--- config.mk ---
export PLATFORM = sky130hd
export DESIGN_NAME = idle_power_state_manager
export DESIGN_NICKNAME = d
export VERILOG_FILES = /design/src/idle_pm_pkg.sv /design/src/idle_power_state_manager.sv
export SDC_FILE = /design/constraint.sdc
export NUM_CORES = 1
export LEC_CHECK = 0
export BUFFER_PORTS_ARGS = -buffer_cell sky130_fd_sc_hd__buf_2
export CORE_ASPECT_RATIO = 1.2
export CORE_UTILIZATION = 53
export DETAILED_ROUTE_END_ITERATION = 8
export PLACE_DENSITY = 0.74
export SLEW_MARGIN = 15
export SYNTH_ARGS = -nofsm -noshare
export SYNTH_HDL_FRONTEND = slang
export SYNTH_SLANG_ARGS = --single-unit
--- constraint.sdc ---
create_clock -name core_clk -period 4.2 [get_ports core_clk]
set_input_delay 1.26 -clock core_clk [delete_from_list [all_inputs] [get_ports core_clk]]
set_output_delay 1.26 -clock core_clk [all_outputs]
set_load 0.02 [all_outputs]
--- src/idle_pm_pkg.sv ---
// Package with register map, reset values and timing constants of the idle power state manager.
// Behaviour
// Modes: disabled default, fixed defaults, user defined.
// Enabled activity restarts standby timer at full speed.
// Standby expiry slows CPU, blanks display. Code blanks it only in fixed mode or with the video bit set.
// Standby timeout: off,7s,30s,3.8m,7m,14.5m,58m,240m.
// In standby, watch suspend event enables.
// Suspend timer from standby entry; expiry stops CPU.
// Suspend timeout: off,14s,56s,3.8m,7m,58m,240m.
// Any event wakes fully and restarts standby timer. The code wakes only on suspend-enabled events and video refresh.
// Video option blanks display after standby period.
// Disk idle timer 1-15 min, wakes on access.
// Enabled events block and end power saving.
// Keyboard, serial, printer accesses individually enabled.
// Bus master or DMA requests count when enabled.
// Disk, off-board memory, local master individually enabled.
// Video refresh activity always counts.
// I/O block detector, off or 300H-3E0H.
// Disabled timeout never expires.
package idle_pm_pkg;

  // Register word offsets.
  localparam logic [3:0] OFF_MODE      = 4'h0;
  localparam logic [3:0] OFF_STBY_TIME = 4'h1;
  localparam logic [3:0] OFF_SUSP_TIME = 4'h2;
  localparam logic [3:0] OFF_HDD_TIME  = 4'h3;
  localparam logic [3:0] OFF_STBY_EN   = 4'h4;
  localparam logic [3:0] OFF_SUSP_EN   = 4'h5;
  localparam logic [3:0] OFF_IO_RANGE  = 4'h6;
  localparam logic [3:0] OFF_STATE     = 4'h7;
  localparam logic [3:0] OFF_INT_STAT  = 4'h8;
  localparam logic [3:0] OFF_INT_MASK  = 4'h9;

  // Operating selections.
  localparam logic [1:0] MODE_OFF   = 2'h0;
  localparam logic [1:0] MODE_FIXED = 2'h1;
  localparam logic [1:0] MODE_USER  = 2'h2;
  localparam int         MODE_VIDEO_BIT = 2;

  // Event enable bit positions.
  localparam int EV_KBD = 0;
  localparam int EV_SER = 1;
  localparam int EV_PAR = 2;
  localparam int EV_HDD = 3;
  localparam int EV_DMA = 4;
  localparam int EV_MEM = 5;
  localparam int EV_IO  = 6;
  localparam int EV_LBM = 7;

  // Interrupt status bit positions.
  localparam int IRQ_STBY = 0;
  localparam int IRQ_SUSP = 1;
  localparam int IRQ_WAKE = 2;
  localparam int IRQ_HDD  = 3;

  // Reset values and fixed defaults used by the fixed selection.
  localparam logic [2:0] RST_MODE        = 3'h0;
  localparam logic [2:0] RST_STBY_TIME   = 3'h0;
  localparam logic [2:0] RST_SUSP_TIME   = 3'h0;
  localparam logic [3:0] RST_HDD_TIME    = 4'h0;
  localparam logic [7:0] RST_EV_EN       = 8'h00;
  localparam logic [3:0] RST_IO_RANGE    = 4'h0;
  localparam logic [3:0] RST_INT_MASK    = 4'h0;
  localparam logic [2:0] FIX_STBY_TIME   = 3'h3;
  localparam logic [2:0] FIX_SUSP_TIME   = 3'h3;
  localparam logic [3:0] FIX_HDD_TIME    = 4'h5;
  localparam logic [7:0] FIX_EV_EN       = 8'hBF;

  // Timeouts in seconds.
  localparam logic [15:0] STBY_SEC [8] = '{16'h0000, 16'h0007, 16'h001E, 16'h00E4,
                                           16'h01A4, 16'h0366, 16'h0D98, 16'h3840};
  localparam logic [15:0] SUSP_SEC [8] = '{16'h0000, 16'h000E, 16'h0038, 16'h00E4,
                                           16'h01A4, 16'h0D98, 16'h3840, 16'h0000};
  localparam logic [15:0] HDD_STEP_SEC = 16'h003C;

  // I/O detector: 16-address blocks from this base upward.
  localparam logic [5:0] IO_BASE_BLOCK = 6'h30;

  // Timebase: one tick per second at 25 MHz.
  localparam int TICK_TIME_MS    = 1000;
  localparam int CLK_KHZ         = 25000;
  localparam int TICK_CYCLES_DEF = TICK_TIME_MS * CLK_KHZ;

  typedef enum logic [2:0] {
    ST_FULL    = 3'b001,
    ST_STANDBY = 3'b010,
    ST_SUSPEND = 3'b100
  } pm_state_t;

endpackage

--- src/idle_power_state_manager.sv ---
// Inactivity-driven standby and suspend controller with disk idle timer.
//
// Our own choices: the placing of the registers and the plain strobed port.
`timescale 1ns/100ps
module idle_power_state_manager #(
  parameter int TICK_CYCLES = idle_pm_pkg::TICK_CYCLES_DEF
) (
  // Clock and reset
  input  wire logic       core_clk,
  input  wire logic       rst,
  // Register port
  input  wire logic [3:0] addr,
  input  wire logic [7:0] wr_data,
  input  wire logic       wr_stb,
  input  wire logic       rd_stb,
  output logic      [7:0] rd_data,
  // Activity sources
  input  wire logic       kbd_access,
  input  wire logic       serial_access,
  input  wire logic       parallel_access,
  input  wire logic       hdd_access,
  input  wire logic       dma_master_req,
  input  wire logic       offboard_mem_access,
  input  wire logic       video_refresh,
  input  wire logic       io_access,
  input  wire logic [9:0] io_addr,
  input  wire logic       local_master_access,
  // Power controls
  output logic            cpu_slow,
  output logic            cpu_stop,
  output logic            power_down,
  output logic            display_off,
  output logic            hdd_power_off,
  output logic            irq
);
  import idle_pm_pkg::*;

  logic [2:0]  mode_reg;
  logic [2:0]  stby_time_reg;
  logic [2:0]  susp_time_reg;
  logic [3:0]  hdd_time_reg;
  logic [7:0]  stby_en_reg;
  logic [7:0]  susp_en_reg;
  logic [3:0]  io_range_reg;
  logic [3:0]  int_stat_reg;
  logic [3:0]  int_mask_reg;
  pm_state_t   state_reg;
  pm_state_t   state_next;
  logic [24:0] prescale_reg;
  logic [15:0] idle_sec_reg;
  logic [15:0] hdd_sec_reg;
  logic        tick;
  logic        pm_on;
  logic        video_ctl;
  logic [2:0]  eff_stby;
  logic [2:0]  eff_susp;
  logic [3:0]  eff_hdd;
  logic [7:0]  eff_stby_en;
  logic [7:0]  eff_susp_en;
  logic [7:0]  sources;
  logic        activity;
  logic        expire;
  logic [15:0] limit;
  logic [15:0] hdd_limit;
  logic [3:0]  irq_events;
  logic        stat_read;
  logic [3:0]  int_stat_next;
  logic        hdd_expire;

  // Base decoder of the selectable 16-address block; zero selects none.
  function automatic logic io_hit(input logic [3:0] sel, input logic [9:0] a);
    io_hit = (sel != 4'h0) && (a[9:4] == IO_BASE_BLOCK + {2'h0, sel} - 6'h01);
  endfunction

  // True when the fixed selection replaces the user settings.
  function automatic logic is_fixed(input logic [2:0] m);
    is_fixed = (m[1:0] == MODE_FIXED);
  endfunction

  // True for a write strobe aimed at one register word.
  function automatic logic wr_hit(input logic s, input logic [3:0] a, input logic [3:0] off);
    wr_hit = s && (a == off);
  endfunction

  // Refresh activity bypasses the enables, so it can never be masked.
  function automatic logic ev_hit(input logic [7:0] src, input logic [7:0] en, input logic refresh);
    ev_hit = (|(src & en)) | refresh;
  endfunction

  // Fixed selection overrides the user settings with built-in defaults.
  always_comb begin
    pm_on       = (mode_reg[1:0] != MODE_OFF);
    video_ctl   = is_fixed(mode_reg) | mode_reg[MODE_VIDEO_BIT];
    eff_stby    = is_fixed(mode_reg) ? FIX_STBY_TIME : stby_time_reg;
    eff_susp    = is_fixed(mode_reg) ? FIX_SUSP_TIME : susp_time_reg;
    eff_hdd     = is_fixed(mode_reg) ? FIX_HDD_TIME : hdd_time_reg;
  end

  always_comb begin
    eff_stby_en = is_fixed(mode_reg) ? FIX_EV_EN : stby_en_reg;
    eff_susp_en = is_fixed(mode_reg) ? FIX_EV_EN : susp_en_reg;
  end

  // The I/O strobe counts only when its address falls in the selected block.
  always_comb begin
    sources         = 8'h00;
    sources[EV_KBD] = kbd_access;
    sources[EV_SER] = serial_access;
    sources[EV_PAR] = parallel_access;
    sources[EV_HDD] = hdd_access;
    sources[EV_DMA] = dma_master_req;
    sources[EV_MEM] = offboard_mem_access;
    sources[EV_IO]  = io_access & io_hit(io_range_reg, io_addr);
    sources[EV_LBM] = local_master_access;
  end

  // The suspend enables take over once the system has left full speed.
  always_comb begin
    if (state_reg == ST_FULL) begin
      activity = ev_hit(sources, eff_stby_en, video_refresh);
    end else begin
      activity = ev_hit(sources, eff_susp_en, video_refresh);
    end
  end

  always_comb begin
    limit = (state_reg == ST_FULL) ? STBY_SEC[eff_stby] : SUSP_SEC[eff_susp];
  end

  // The idle counters saturate, so a long quiet spell never wraps back below a limit.
  always_comb begin
    expire = pm_on && (limit != 16'h0000) && (idle_sec_reg >= limit) && !activity;
  end

  always_comb begin
    hdd_limit = 16'({12'h000, eff_hdd} * HDD_STEP_SEC);
  end

  // Disk expiry is decoded once for both the power control and its status bit.
  always_comb begin
    hdd_expire = pm_on && (eff_hdd != 4'h0) && !hdd_access && (hdd_sec_reg >= hdd_limit);
  end

  // One-second timebase, restarted by activity so a timeout counted from activity is never short.
  always_comb begin
    tick = (prescale_reg == 25'(TICK_CYCLES - 1));
  end

  always_ff @(posedge core_clk) begin
    if (rst || activity || tick) begin
      prescale_reg <= '0;
    end else begin
      prescale_reg <= prescale_reg + 25'h0000001;
    end
  end

  // Turning the mode off forces full speed, so no saving state outlives the disabled selection.
  always_comb begin
    state_next = state_reg;
    case (state_reg)
      ST_FULL: begin
        if (expire) begin
          state_next = ST_STANDBY;
        end
      end
      ST_STANDBY: begin
        if (activity) begin
          state_next = ST_FULL;
        end else if (expire) begin
          state_next = ST_SUSPEND;
        end
      end
      ST_SUSPEND: begin
        if (activity) begin
          state_next = ST_FULL;
        end
      end
      default: state_next = ST_FULL;
    endcase
    if (!pm_on) begin
      state_next = ST_FULL;
    end
  end

  always_ff @(posedge core_clk) begin
    if (rst) begin
      state_reg <= ST_FULL;
    end else begin
      state_reg <= state_next;
    end
  end

  // Idle seconds restart on activity and on every state change.
  always_ff @(posedge core_clk) begin
    if (rst || activity || state_next != state_reg || !pm_on) begin
      idle_sec_reg <= '0;
    end else if (tick && idle_sec_reg != 16'hFFFF) begin
      idle_sec_reg <= idle_sec_reg + 16'h0001;
    end
  end

  // Disk idle timer runs apart from the system state.
  always_ff @(posedge core_clk) begin
    if (rst || hdd_access || !pm_on) begin
      hdd_sec_reg <= '0;
    end else if (tick && hdd_sec_reg != 16'hFFFF) begin
      hdd_sec_reg <= hdd_sec_reg + 16'h0001;
    end
  end

  always_ff @(posedge core_clk) begin
    if (rst) begin
      hdd_power_off <= 1'b0;
    end else if (hdd_access || !pm_on || eff_hdd == 4'h0) begin
      hdd_power_off <= 1'b0;
    end else if (hdd_expire) begin
      hdd_power_off <= 1'b1;
    end
  end

  // cpu_slow, cpu_stop, power_down and display_off are registered from the next state, so each moves together with the state.
  always_ff @(posedge core_clk) begin
    if (rst) begin
      cpu_slow <= 1'b0;
    end else begin
      cpu_slow <= (state_next == ST_STANDBY);
    end
  end

  always_ff @(posedge core_clk) begin
    if (rst) begin
      cpu_stop <= 1'b0;
    end else begin
      cpu_stop <= (state_next == ST_SUSPEND);
    end
  end

  always_ff @(posedge core_clk) begin
    if (rst) begin
      power_down <= 1'b0;
    end else begin
      power_down <= (state_next == ST_SUSPEND);
    end
  end

  always_ff @(posedge core_clk) begin
    if (rst) begin
      display_off <= 1'b0;
    end else begin
      display_off <= (state_next != ST_FULL) && video_ctl;
    end
  end

  always_comb begin
    irq_events           = 4'h0;
    irq_events[IRQ_STBY] = (state_reg == ST_FULL) && (state_next == ST_STANDBY);
    irq_events[IRQ_SUSP] = (state_reg == ST_STANDBY) && (state_next == ST_SUSPEND);
    irq_events[IRQ_WAKE] = (state_reg != ST_FULL) && (state_next == ST_FULL);
    irq_events[IRQ_HDD]  = !hdd_power_off && hdd_expire;
  end

  always_comb begin
    stat_read = rd_stb && (addr == OFF_INT_STAT);
  end

  // A read clears the status, but an event in that same cycle survives it.
  always_comb begin
    int_stat_next = stat_read ? irq_events : (int_stat_reg | irq_events);
  end

  always_ff @(posedge core_clk) begin
    if (rst) begin
      int_stat_reg <= '0;
    end else begin
      int_stat_reg <= int_stat_next;
    end
  end

  // The interrupt follows the next status, so it rises in the same cycle as its status bit.
  always_ff @(posedge core_clk) begin
    if (rst) begin
      irq <= 1'b0;
    end else begin
      irq <= |(int_mask_reg & int_stat_next);
    end
  end

  // Each configuration word has its own write decode; writes to other words are ignored.
  always_ff @(posedge core_clk) begin
    if (rst) begin
      mode_reg <= RST_MODE;
    end else if (wr_hit(wr_stb, addr, OFF_MODE)) begin
      mode_reg <= wr_data[2:0];
    end
  end

  always_ff @(posedge core_clk) begin
    if (rst) begin
      stby_time_reg <= RST_STBY_TIME;
    end else if (wr_hit(wr_stb, addr, OFF_STBY_TIME)) begin
      stby_time_reg <= wr_data[2:0];
    end
  end

  always_ff @(posedge core_clk) begin
    if (rst) begin
      susp_time_reg <= RST_SUSP_TIME;
    end else if (wr_hit(wr_stb, addr, OFF_SUSP_TIME)) begin
      susp_time_reg <= wr_data[2:0];
    end
  end

  always_ff @(posedge core_clk) begin
    if (rst) begin
      hdd_time_reg <= RST_HDD_TIME;
    end else if (wr_hit(wr_stb, addr, OFF_HDD_TIME)) begin
      hdd_time_reg <= wr_data[3:0];
    end
  end

  always_ff @(posedge core_clk) begin
    if (rst) begin
      stby_en_reg <= RST_EV_EN;
    end else if (wr_hit(wr_stb, addr, OFF_STBY_EN)) begin
      stby_en_reg <= wr_data;
    end
  end

  always_ff @(posedge core_clk) begin
    if (rst) begin
      susp_en_reg <= RST_EV_EN;
    end else if (wr_hit(wr_stb, addr, OFF_SUSP_EN)) begin
      susp_en_reg <= wr_data;
    end
  end

  always_ff @(posedge core_clk) begin
    if (rst) begin
      io_range_reg <= RST_IO_RANGE;
    end else if (wr_hit(wr_stb, addr, OFF_IO_RANGE)) begin
      io_range_reg <= wr_data[3:0];
    end
  end

  always_ff @(posedge core_clk) begin
    if (rst) begin
      int_mask_reg <= RST_INT_MASK;
    end else if (wr_hit(wr_stb, addr, OFF_INT_MASK)) begin
      int_mask_reg <= wr_data[3:0];
    end
  end

  // Unmapped words read as zero, as do the unused high bits of every word.
  function automatic logic [7:0] read_word(input logic [3:0] a);
    case (a)
      OFF_MODE:      read_word = {5'h00, mode_reg};
      OFF_STBY_TIME: read_word = {5'h00, stby_time_reg};
      OFF_SUSP_TIME: read_word = {5'h00, susp_time_reg};
      OFF_HDD_TIME:  read_word = {4'h0, hdd_time_reg};
      OFF_STBY_EN:   read_word = stby_en_reg;
      OFF_SUSP_EN:   read_word = susp_en_reg;
      OFF_IO_RANGE:  read_word = {4'h0, io_range_reg};
      OFF_STATE:     read_word = {4'h0, hdd_power_off, state_reg};
      OFF_INT_STAT:  read_word = {4'h0, int_stat_reg};
      OFF_INT_MASK:  read_word = {4'h0, int_mask_reg};
      default:       read_word = 8'h00;
    endcase
  endfunction

  // Read data is valid only in the cycle after the strobe; it is zero otherwise.
  always_ff @(posedge core_clk) begin
    if (rst || !rd_stb) begin
      rd_data <= 8'h00;
    end else begin
      rd_data <= read_word(addr);
    end
  end

endmodule

==> summary.md, run 1 <==
| Metric | Value |
|---|---|
| Final worst path period need | roughly 4.2 ns |
| # H-tree levels | 4 |
| Syn_area_per_cell | 8.687 um^2 |
| CTS root buf | clkbuf_16 |
| Setup CP Type | reg -> reg |
| Worst-path fanout max | 5 |
| GR Util All Layers | 0.2499 |
| Final net count | just over 900 |
| First-pass GRT wire length | approximately 27000 um |
| Commonest cells post-synth | nor2_1 (117), dfxtp_1 (114), nand2_1 (62), ha_1 (50), nand3_1 (40) |
| Final weighted congestion in routability-driven placement | slightly below 1 |
| Max-Cap Viols | 0 |
| Cells after Synth | ~810 |
| Final Hold Fails | 0 |
| Top_reg_cell synth | dfxtp_1 |
| Worst endpoint data arrival time | between 4 and 5 ns |
| Routed len/inst | ~16 um |
| Largest register FFs | 25 |
| Fmax | roughly 0.24 GHz |
| Maximum VDD drop | between 0.2 and 0.25 mV |
| Most common cell in the netlist | nor2_1 |
| Startpoint types | flop |
| DRC | 0 |
| Clk_lat worst skew | 0.42 ns |
| Pre-CTS setup slack | -0.03839 ns |
| Initial antenna violation count | 0 |
| Leak Pwr | ~3.2 nW |
| Final core occ | 0.6266 |
| Cell Pwr Density | approximately 350 nW/um^2 |
| Unrepaired setup endpoints after global routing | true |
| Core Area | between 10000 and 15000 um^2 |
| Cell Rows | 45 |
| Footprint of the multi-input gates | ~4500 um^2 |
| # port buffers | 44 |
| Share of layout cells above drive strength 1 | 0.1573 |
| Reg clk slew, reported paths | approximately 0.06 ns |
| Vias per cell | roughly 5.9 |
| Dpl cell area | between 7000 and 8000 um^2 |
| Post-Syn Area | ~7000 um^2 |
| DIE HEIGHT | between 100 and 150 um |
| Fillcell total | ~1100 |
| Sequential share of the synthesized area | 0.3251 |
| Dominant cell type by area after synthesis | dfxtp_1 |
| # Post-CTS Setup Buffers | 0 |
| Total power | roughly 2.8 mW |
| Antenna cells | 0 |
| TritonCTS clock tree | yes |
| Finish-stage setup viols | 0 |
| Rel. slew slack | 0.4307 |
| Post-DP HPWL | 12070 um |
| Global route overflow | 0 |
| Flip-flop and latch area | roughly 2300 um^2 |
| Mapped Nets | around 900 |
| Worst Skew | around 0.0066 ns |
| Io pins | 49 |
| Setup WS post-layout | 0.01469 ns |
| Horiz. Die Dim | ~110 um |
| Die area | between 10000 and 15000 um^2 |
| Synth async-reset ratio | 0 |
| Drt first pass iters | 5 |
| Crit end category | flop |
| Status | finished clean |
| TritonCTS Sinks | ~110 |
| Starting density of the core | 0.5492 |
| Min Hold Slack | 0.4655 ns |
| Hold Crit Class | reg -> reg |
| Largest net degree at the start of global routing | 48 |
| Post-synth EDFFs | 0 |
| Final Max Tran Viols | 0 |
| Yosys cell types | between 70 and 80 |
| P&R area growth vs syn | 14.10% |
| Area fraction of the dominant cell type after synthesis | 0.3251 |
| Final Instance Area | approximately 8000 um^2 |
| Fin crit share | 0.9965 |
| First DRT Iteration DRCs | 470 |
| Number of global-route vias before repair | roughly 5700 |
| Routed Antenna Nets | 0 |
| Synthesized flop and latch total | 114 |
| Post-Route WL | 16250 um |
| Synth warn | 0 |
| Top cells by area, synth | dfxtp_1 (33%), ha_1 (8.9%), nor2_1 (6.3%) |
| Worst slew pin tran | about 0.85 ns |
| Detailed-route via count | around 6000 |
| CTS buffer count | 17 |
| Max clock buf depth | 2 |
| Critical path required time | around 4.5 ns |
-- path summary, 6_finish.rpt --
kind,from,endpoint,slack [ns],cells after the start
min,prescale_reg[0],prescale_reg[0],0.47,1
max,mode_reg[1],irq,0.01,20
max reg2reg,mode_reg[1],irq,0.01,20
min reg2reg,prescale_reg[0],prescale_reg[0],0.47,1
-- cells by family after synthesis --
group           Yosys count  share of synthesized area
buf+inv                  71                    0.04795
xor+xnor                 60                    0.07487
mux                      47                    0.07558
fa+ha+maj                55                     0.1034
compound gates          128                     0.1316
simple gates            333                     0.2415
flops                   114                     0.3251
-- placed cells by master (no fill, tap or decap), types with 14 or more instances in the layout --
cell,netlist,layout
xor2_1,34,34
inv_1,35,35
dfxtp_1,114,113
nor3_1,15,15
o21ai_0,22,22
nor2_1,117,116
buf_2,5,44
a21oi_1,34,32
ha_1,50,50
nand3_1,40,40
mux2i_1,38,38
xnor2_1,26,26
and3_1,14,14
clkbuf_16,0,17
nand2_1,62,61
-- routing by layer --
metal,wire length [um],vias up,track usage
met3,703,32,0.05846
met5,0,-,0
met2,8429,154,0.4372
met1,6804,2866,0.2948
met4,315,0,0.09508
li1,-,2928,-
-- final cells by class --
type | instances | area share
clock buffer | 17 | 0.05312
sequential | 114 | 0.2851
multi-input combinational | 623 | 0.5566
inverter | 35 | 0.01640
clock inverter | 15 | 0.02625
tap | 164 | 0.02562
timing repair buffer | 54 | 0.03687
-- repair_timing --
action / 4_1_cts / 5_1_grt
setup endpoints to repair: 1 / 18
pin swaps: 1 / 0
hold buffers: 0 / 0
gates resized for setup: 2 / 2
-- per-stage QoR --
step	std cells	setup TNS, ns
final	1022	0
after global routing	1022	-0.2585
after CTS	1022	0
after detailed placement	990	-0.03839
after global placement	990	0
after floorplan	808	0
-- power breakdown --
part / switching, mW / internal (mW) / total (mW)
logic: 0.0946 / 0.0552 / 0.150
clock network: 0.536 / 0.997 / 1.53
registers: 0.00690 / 1.09 / 1.09
-- worst max-delay path: stages, from the launching register on --
cell and delay (ns):
dfxtp_1 0.31, nand2b_4 0.18, nand2b_4 0.09, inv_1 0.07, fa_1 0.55, inv_1 0.07
fa_1 0.47, ha_1 0.29, a21o_1 0.19, a21oi_2 0.18, o21bai_1 0.08, a21oi_1 0.15
xor2_1 0.09, ha_1 0.19, nor4_2 0.15, nand2_1 0.09, a21oi_2 0.12, o41ai_2 0.12
a32oi_1 0.21, o41ai_1 0.10, a221o_1 0.36
Power figures use the tool's default switching activity.
==> run 2, diff against run 1 <==
Settings changed: ABC_AREA from default to 1.
==> run 2 against run 1 <==
- largest cell class unchanged
- combinational power grew 35%
- setup slack gained 0.039 ns
- global-route usage grew 0.11 points
- critical endpoint unchanged
- non-clock buffer count grew 7
- final area grew 3.5%
- critical path type unchanged
- sequential share of layout area shrank 0.94 points
- power grew 2.7%
==> summary.md, run 2 <==
| Metric | Value |
|---|---|
| Comb power frac | 0.071 (+0.017) |
| Top cells by area, synth | dfxtp_1 (32%), nand2_1 (11%), ha_1 (8.8%) |
| CTS buffer count | 17 (unchanged) |
| Number of global-route vias before repair | 6189 (+7.8%) |
| Starting density of the core | 0.5417 (-0.007526) |
| Critical path required time | 4.52 ns (+0.02 ns) |
| Compound-Gate Fraction of Synth Area | 0.1311 (-0.0004119) |
| Routed Antenna Nets | 0 (unchanged) |
| Mapped Nets | 1130 (+26%) |
| Placed cell count | 1249 (+26%) |
| Post-Syn Area | 7108 um^2 (+1.3%) |
| Total power | 2.852 mW (+2.7%) |
| Drt first pass iters | 5 (unchanged) |
| Maximum VDD drop | 0.2882 mV (+18%) |
| Max clock buf depth | 2 (unchanged) |
| # port buffers | 44 (unchanged) |
| Hold Buf Count CTS | 0 (unchanged) |
| Sequential share of the synthesized area | 0.3211 (-0.004063) |
| Flip-flop and latch area | 2285 um^2 (about the same) |
| Max-Cap Viols | 0 (unchanged) |
| Most frequent cells in the layout | nand2_1 (213), inv_1 (160), dfxtp_1 (112), nor2_1 (106), a21oi_1 (81) |
| TritonCTS Sinks | 114 (unchanged) |
| Fin crit share | 0.9872 (-0.009331) |
| Final Instance Area | 8288 um^2 (+3.5%) |
| Vias per cell | 5.323 (-9.0%) |
| Synthesized flop and latch total | 114 (unchanged) |
| Worst Skew | 0.007353 ns (+0.0007733 ns) |
| CP max stage delay | 0.61 ns (+0.06 ns) |
| Min Hold Slack | 0.4637 ns (-0.001810 ns) |
| Cell Pwr Density | 344.1 nW/um^2 (-0.75%) |
| CP delay by family, top | adder cells |
| Post-synthesis mux area share | 0.001408 (-0.07417) |
| Worst-path fanout max | 5 (unchanged) |
| Switch Pwr | 0.6679 mW (+4.8%) |
| First-pass GRT wire length | 27540 um (+2.1%) |
| GR Util All Layers | 0.2510 (+0.001098) |
| Crit path cell chain | inv_2 -> nor2_4 -> nor2_4 -> fa_1 -> inv_2 -> fa_2 -> ha_4 -> nand3_2 -> nand2_1 -> a21o_1 -> a21oi_2 -> xor2_1 -> ha_1 -> a2111oi_2 -> nand3_1 -> nand3_2 -> a21oi_2 -> a21oi_2 -> nand3_1 -> nand2_1 -> inv_1 |
| # H-tree levels | 4 (unchanged) |
| Commonest cells post-synth | nand2_1 (213), inv_1 (163), dfxtp_1 (114), nor2_1 (109), a21oi_1 (85) |
| P&R area growth vs syn | 16.60% |
| Initial antenna violation count | 0 (unchanged) |
| Syn_area_per_cell | 6.835 um^2 (-21%) |
| CP dominant cell by count | a21oi_2 |
| Post-DP HPWL | 12460 um (+3.3%) |
| Most common cell in the netlist | nand2_1 |
| Setup CP Type | reg -> reg |
| Cell Rows | 46 (+2.2%) |
| Final core occ | 0.6316 (+0.004951) |
| Sequential share of power | 0.385 (-0.009) |
| Fmax | 0.2412 GHz (+0.95%) |
| Fin cells | 1283 (+26%) |
| Final worst path period need | 4.146 ns (-0.03919 ns) |
| Dominant cell type by area after synthesis | dfxtp_1 |
| CTS root buf | clkbuf_16 |
| Die area | 13880 um^2 (+1.2%) |
| Startpoint types | flop |
| Clk network pwr share | 0.544 (-0.008) |
| Dpl cell area | 7548 um^2 (+2.6%) |
| Int Pwr | 2.184 mW (+2.1%) |
| Detailed-route via count | 6830 (+14%) |
| DRC | 0 (unchanged) |
| Top_reg_cell synth | dfxtp_1 |
| Largest register FFs | 25 (unchanged) |
| Reg clk slew, reported paths | 0.06 ns (about the same) |
| Setup WS post-layout | 0.05388 ns (+0.03919 ns) |
| Clk_lat worst skew | 0.42 ns (about the same) |
| Commonest non-fill, non-tap cell in the layout | nand2_1 |
| Leak Pwr | 3.564 nW (+12%) |
| Largest family of logic cells by synthesized area | simple AND/OR/NAND/NOR gates |
| Post-synthesis adder-cell area fraction | 0.1021 (-0.001292) |
| Share of layout cells above drive strength 1 | 0.1354 (-0.02192) |
| Reg2reg setup slack | 0.05 ns (+0.04 ns) |
| Finish-stage setup viols | 0 (unchanged) |
| First DRT Iteration DRCs | 398 (-15%) |
| Io pins | 49 (unchanged) |
| Synth async-reset ratio | 0 (unchanged) |
| Worst slew pin tran | 0.7008 ns (-0.1531 ns) |
| Yosys cell types | 47 (-35%) |
| Hold Crit Class | reg -> reg |
| TritonCTS clock tree | yes |
| Final Max Tran Viols | 0 (unchanged) |
| Xor/xnor cell area share of the yosys netlist | 0.02834 (-0.04653) |
| Footprint of the multi-input gates | 4179 um^2 (-6.3%) |
| DIE HEIGHT | 128.9 um (+0.62%) |
| Routed len/inst | 13.49 um (-15%) |
| Global route overflow | 0 (unchanged) |
| Final weighted congestion in routability-driven placement | 0.8891 (-7.9%) |
| Buffers plus inverters on the worst setup path | 3 (+1) |
| Area fraction of the dominant cell type after synthesis | 0.3211 (-0.004063) |
| Switching portion of total power | 0.2342 (+0.004783) |
| Pre-CTS setup slack | -0.0007461 ns (+0.03765 ns) |
| Setup TNS | 0 ns (unchanged) |
| Post-synth EDFFs | 0 (unchanged) |
| Critical Path Slowest Stage Cell | fa_2 |
| Worst endpoint data arrival time | 4.46 ns (-0.02 ns) |
| Final Hold Fails | 0 (unchanged) |
| Largest net degree at the start of global routing | 33 (-31%) |
| Post-Route WL | 17300 um (+6.5%) |
| Final net count | 1192 (+27%) |
| Fillcell total | 1207 (+12%) |
| Rel. slew slack | 0.5285 (+0.09777) |
| Antenna cells | 0 (unchanged) |
| Cells after Synth | 1040 (+29%) |
| Synth warn | 0 (unchanged) |
| Status | finished clean |
| Core Area | 13120 um^2 (+2.7%) |
| Horiz. Die Dim | 107.7 um (+0.62%) |
| Synth Area in Simple Gates | 0.3128 (+0.07126) |
| Crit end category | flop |
-- run 2: cell count changes in the layout (fill, tap and decap cells not counted), moves of 14 or more --
cell / delta
nand2_1: +152
inv_1: +125
a21oi_1: +49
mux2i_1: -37
o21ai_0: +27
nand3_1: +25
xor2_1: -20
nand4_1: +17
xnor2_1: -17
nor3_1: +15
and3_1: -14
-- run 2: cell type report --
cell class	count	share of cell area
Timing Repair Buffer	61	0.04197
Tap cell	168	0.02536
Clock inverter	13	0.02204
Clock buffer	19	0.05465
Sequential cell	114	0.2757
Multi-Input combinational cell	740	0.5042
Inverter	168	0.07609
-- run 2: final timing paths --
path                           to  depth (start not counted)             from
setup / recovery              irq                         21      mode_reg[0]
hold / removal    prescale_reg[0]                          1  prescale_reg[0]
setup reg to reg              irq                         21      mode_reg[0]
hold reg to reg   prescale_reg[0]                          1  prescale_reg[0]
-- run 2: what timing repair did --
action / 4_1_cts / 5_1_grt
setup buffers: 0 / 2
gates resized for setup: 1 / 24
pin swaps: 0 / 17
endpoints found under the setup margin: 1 / 1
-- run 2: worst register-to-register path: stages, from the launching register on --
cell and delay, ns:
dfxtp_2 0.33, inv_2 0.05, nor2_4 0.23, nor2_4 0.08, fa_1 0.53, inv_2 0.05
fa_2 0.61, ha_4 0.21, nand3_2 0.05, nand2_1 0.06, a21o_1 0.19, a21oi_2 0.14
xor2_1 0.18, ha_1 0.28, a2111oi_2 0.33, nand3_1 0.21, nand3_2 0.15, a21oi_2 0.07
a21oi_2 0.12, nand3_1 0.08, nand2_1 0.06, inv_1 0.04
-- run 2: per-layer routing --
layer,wire [um],global-route usage,up-vias
met1,7567,0.3047,3118
met2,8502,0.4268,151
met3,823,0.05471,34
li1,-,-,3527
met5,0,0,-
met4,410,0.1064,0
-- run 2: cells by family (layout without fill, tap and decap cells) --
logic type | after synthesis | in the layout
buffers and inverters | 186 | 261
AOI/OAI and AO/OA | 168 | 168
and+or+nand+nor | 493 | 493
adders and majority gates | 55 | 55
muxes | 1 | 1
DFF | 114 | 114
xor gates and xnor gates | 23 | 23
-- run 2: power groups by stage --
stage	clock (mW)	sequential, mW	combinational (mW)
global route	1.62	1.10	0.227
global placement	0	1.12	0.186
floorplan	0	1.12	0.127
CTS	1.57	1.10	0.191
detailed placement	0	1.12	0.190
finish	1.55	1.10	0.202
==> run 3, diff against run 2 <==
Clock period 4.2 ns to 3.6 ns, I/O delays scaled along.
==> run 3 against run 2 <==
- the run now ends with negative setup slack left
- count of clock-buffer cells in the layout grew 6
- maximum frequency increased by 5.8%
- sequential cell count did not move
- global-route usage increased by 0.33 points
- clock power increased by 17%
- non-clock buffer count increased by 13
- critical path depth did not move
- critical path type unchanged
==> summary.md, run 3 (synthesis results as in run 2) <==
| Metric | Value |
|---|---|
| Share of layout cells above drive strength 1 | 0.1594 (+0.02401) |
| Critical Path Slowest Stage Cell | fa_2 |
| Clk network pwr share | 0.543 (about the same) |
| Worst endpoint data arrival time | 4.23 ns (-0.23 ns) |
| Reg-to-Reg End | irq |
| Worst Reg2Reg Path Length in Cells | 21 (unchanged) |
| DIE HEIGHT | 128.9 um (unchanged) |
| Critical path required time | 3.91 ns (-0.61 ns) |
| Largest net degree at the start of global routing | 26 (-21%) |
| CP delay by family, top | adder cells |
| TritonCTS Sinks | 114 (unchanged) |
| Die area | 13880 um^2 (unchanged) |
| TritonCTS clock tree | yes |
| Reg2reg setup slack | -0.32 ns (-0.37 ns) |
| Int Pwr | 2.568 mW (+18%) |
| Switch Pwr | 0.7663 mW (+15%) |
| Buffers plus inverters on the worst setup path | 3 (unchanged) |
| Dpl cell area | 7680 um^2 (+1.7%) |
| Vias per cell | 5.271 (-0.98%) |
| Min Hold Slack | 0.4623 ns (-0.001389 ns) |
| Reg-to-Reg Start | mode_reg[0] |
| HP Start | prescale_reg[0] |
| Final Max Tran Viols | 0 (unchanged) |
| CP max stage delay | 0.56 ns (-0.05 ns) |
| GR Util All Layers | 0.2544 (+0.003342) |
| Met2 usage | 0.4310 (+0.004148) |
| Busiest layer in global routing | met2 |
| Worst Skew | 0.008463 ns (+0.001110 ns) |
| Routed Antenna Nets | 0 (unchanged) |
| Setup CP Type | reg -> reg |
| Routing usage on met1 | 0.3152 (+0.01051) |
| Horiz. Die Dim | 107.7 um (unchanged) |
| Setup WS post-layout | -0.3204 ns (-0.3743 ns) |
| Starting density of the core | 0.5417 (unchanged) |
| Number of global-route vias before repair | 6216 (+0.44%) |
| Detailed-route via count | 6837 (+0.10%) |
| Crit end category | flop |
| Global route overflow | 0 (unchanged) |
| Final weighted congestion in routability-driven placement | 0.9207 (+3.6%) |
| Startpoint types | flop |
| Largest register FFs | 25 (unchanged) |
| Maximum VDD drop | 0.4195 mV (+46%) |
| Finish-stage setup viols | 3 (+3) |
| Final Instance Area | 8513 um^2 (+2.7%) |
| Routed len/inst | 13.26 um (-1.7%) |
| Comb power frac | 0.073 (+0.002) |
| Worst slew pin tran | 0.7454 ns (+0.04464 ns) |
| Unrepaired setup endpoints after global routing | true |
| Met3 Use GR | 0.05015 (-0.004559) |
| Hold Crit Depth | 1 (unchanged) |
| CTS root buf | clkbuf_16 |
| # port buffers | 44 (unchanged) |
| Cell Rows | 46 (unchanged) |
| # H-tree levels | 4 (unchanged) |
| Final Hold Fails | 0 (unchanged) |
| Sequential share of power | 0.384 (about the same) |
| First-pass GRT wire length | 28100 um (+2.1%) |
| Hold Crit Class | reg -> reg |
| Reg clk slew, reported paths | 0.05 ns (about the same) |
| Initial antenna violation count | 0 (unchanged) |
| Fmax | 0.2551 GHz (+5.8%) |
| Worst-path fanout max | 4 (-1) |
| Switching portion of total power | 0.2298 (-0.004359) |
| Clk_lat worst skew | 0.41 ns (about the same) |
| First DRT Iteration DRCs | 384 (-3.5%) |
| CP Launch Point | mode_reg[0] |
| Final worst path period need | 3.920 ns (-0.2257 ns) |
| Status | finished with violations |
| Crit path cell chain | inv_4 -> nor2_4 -> nor2_4 -> fa_1 -> inv_2 -> fa_2 -> ha_4 -> nand3_2 -> nand2_2 -> a21o_1 -> a21oi_2 -> xor2_1 -> ha_1 -> a2111oi_4 -> nand3_2 -> nand3_2 -> a21oi_2 -> a21oi_2 -> nand3_1 -> nand2_1 -> inv_1 |
| Rel. slew slack | 0.4985 (-0.03004) |
| P&R area growth vs syn | 19.77% |
| Max clock buf depth | 2 (unchanged) |
| Failing checks | negative setup slack |
| Io pins | 49 (unchanged) |
| Post-Route WL | 17190 um (-0.64%) |
| Most frequent cells in the layout | nand2_1 (211), inv_1 (157), dfxtp_1 (112), nor2_1 (101), a21oi_1 (81) |
| Final net count | 1206 (+1.2%) |
| Antenna cells | 0 (unchanged) |
| Drt first pass iters | 5 (unchanged) |
| Setup TNS | -0.5085 ns (-0.5085 ns) |
| Max-Cap Viols | 0 (unchanged) |
| Fin crit share | 1.089 (+0.1018) |
| CTS buffer count | 17 (unchanged) |
| Hold path endpoint | prescale_reg[0] |
| Commonest non-fill, non-tap cell in the layout | nand2_1 |
| DRC | 0 (unchanged) |
| Core Area | 13120 um^2 (unchanged) |
| Leak Pwr | 3.649 nW (+2.4%) |
| Cell Pwr Density | 391.7 nW/um^2 (+14%) |
| Post-DP HPWL | 12430 um (-0.31%) |
## run 3: power by group through the flow
stage	sequential (mW)	clock, mW	combinational [mW]
finish	1.28	1.81	0.245
floorplan	1.31	0	0.151
global route	1.28	1.89	0.275
global placement	1.31	0	0.223
detailed placement	1.31	0	0.227
CTS	1.28	1.82	0.232
## run 3: worst max path at each step
stage / cells after the start / slack [ns] / endpoint
2_1_floorplan: 21 / -0.19 / irq
3_3_place_gp: 21 / -0.35 / irq
3_5_place_dp: 21 / -0.38 / irq
4_1_cts: 21 / -0.34 / irq
5_1_grt: 21 / -0.56 / irq
6_report: 21 / -0.32 / irq
## run 3: repair_timing
action | CTS | global route
pin swaps | 6 | 6
setup buffers | 3 | 2
gates cloned | 0 | 1
setup endpoints to repair | 3 | 19
resized for setup | 9 | 31
hold buffers | 0 | 0
## run 3: metrics by stage
stage | setup WS [ns] | power [mW] | util | instances
after floorplan | -0.1934 | 1.457 | - | 1040
after global placement | -0.3526 | 1.529 | 0.5852 | 1260
after detailed placement | -0.3844 | 1.533 | 0.5852 | 1260
after CTS | -0.3389 | 3.335 | 0.6375 | 1295
after global routing | -0.5575 | 3.441 | 0.6487 | 1297
final | -0.3204 | 3.334 | 0.6487 | 1297
## run 3: layout make-up
cell class	count	area [um^2]
clock buffer	25	516.7
tap	168	210.2
fill	1178	4609
inverter	168	633.1
timing repair buffer	74	456.7
sequential	114	2287
multi-input combinational	741	4292
clock inverter	7	117.6
## run 3: metal layers
layer  up-vias  wire length [um]
li1       3564                 -
met1      3066              7589
met2       179              8447
met3        28               830
met4         0               326
met5         -                 0
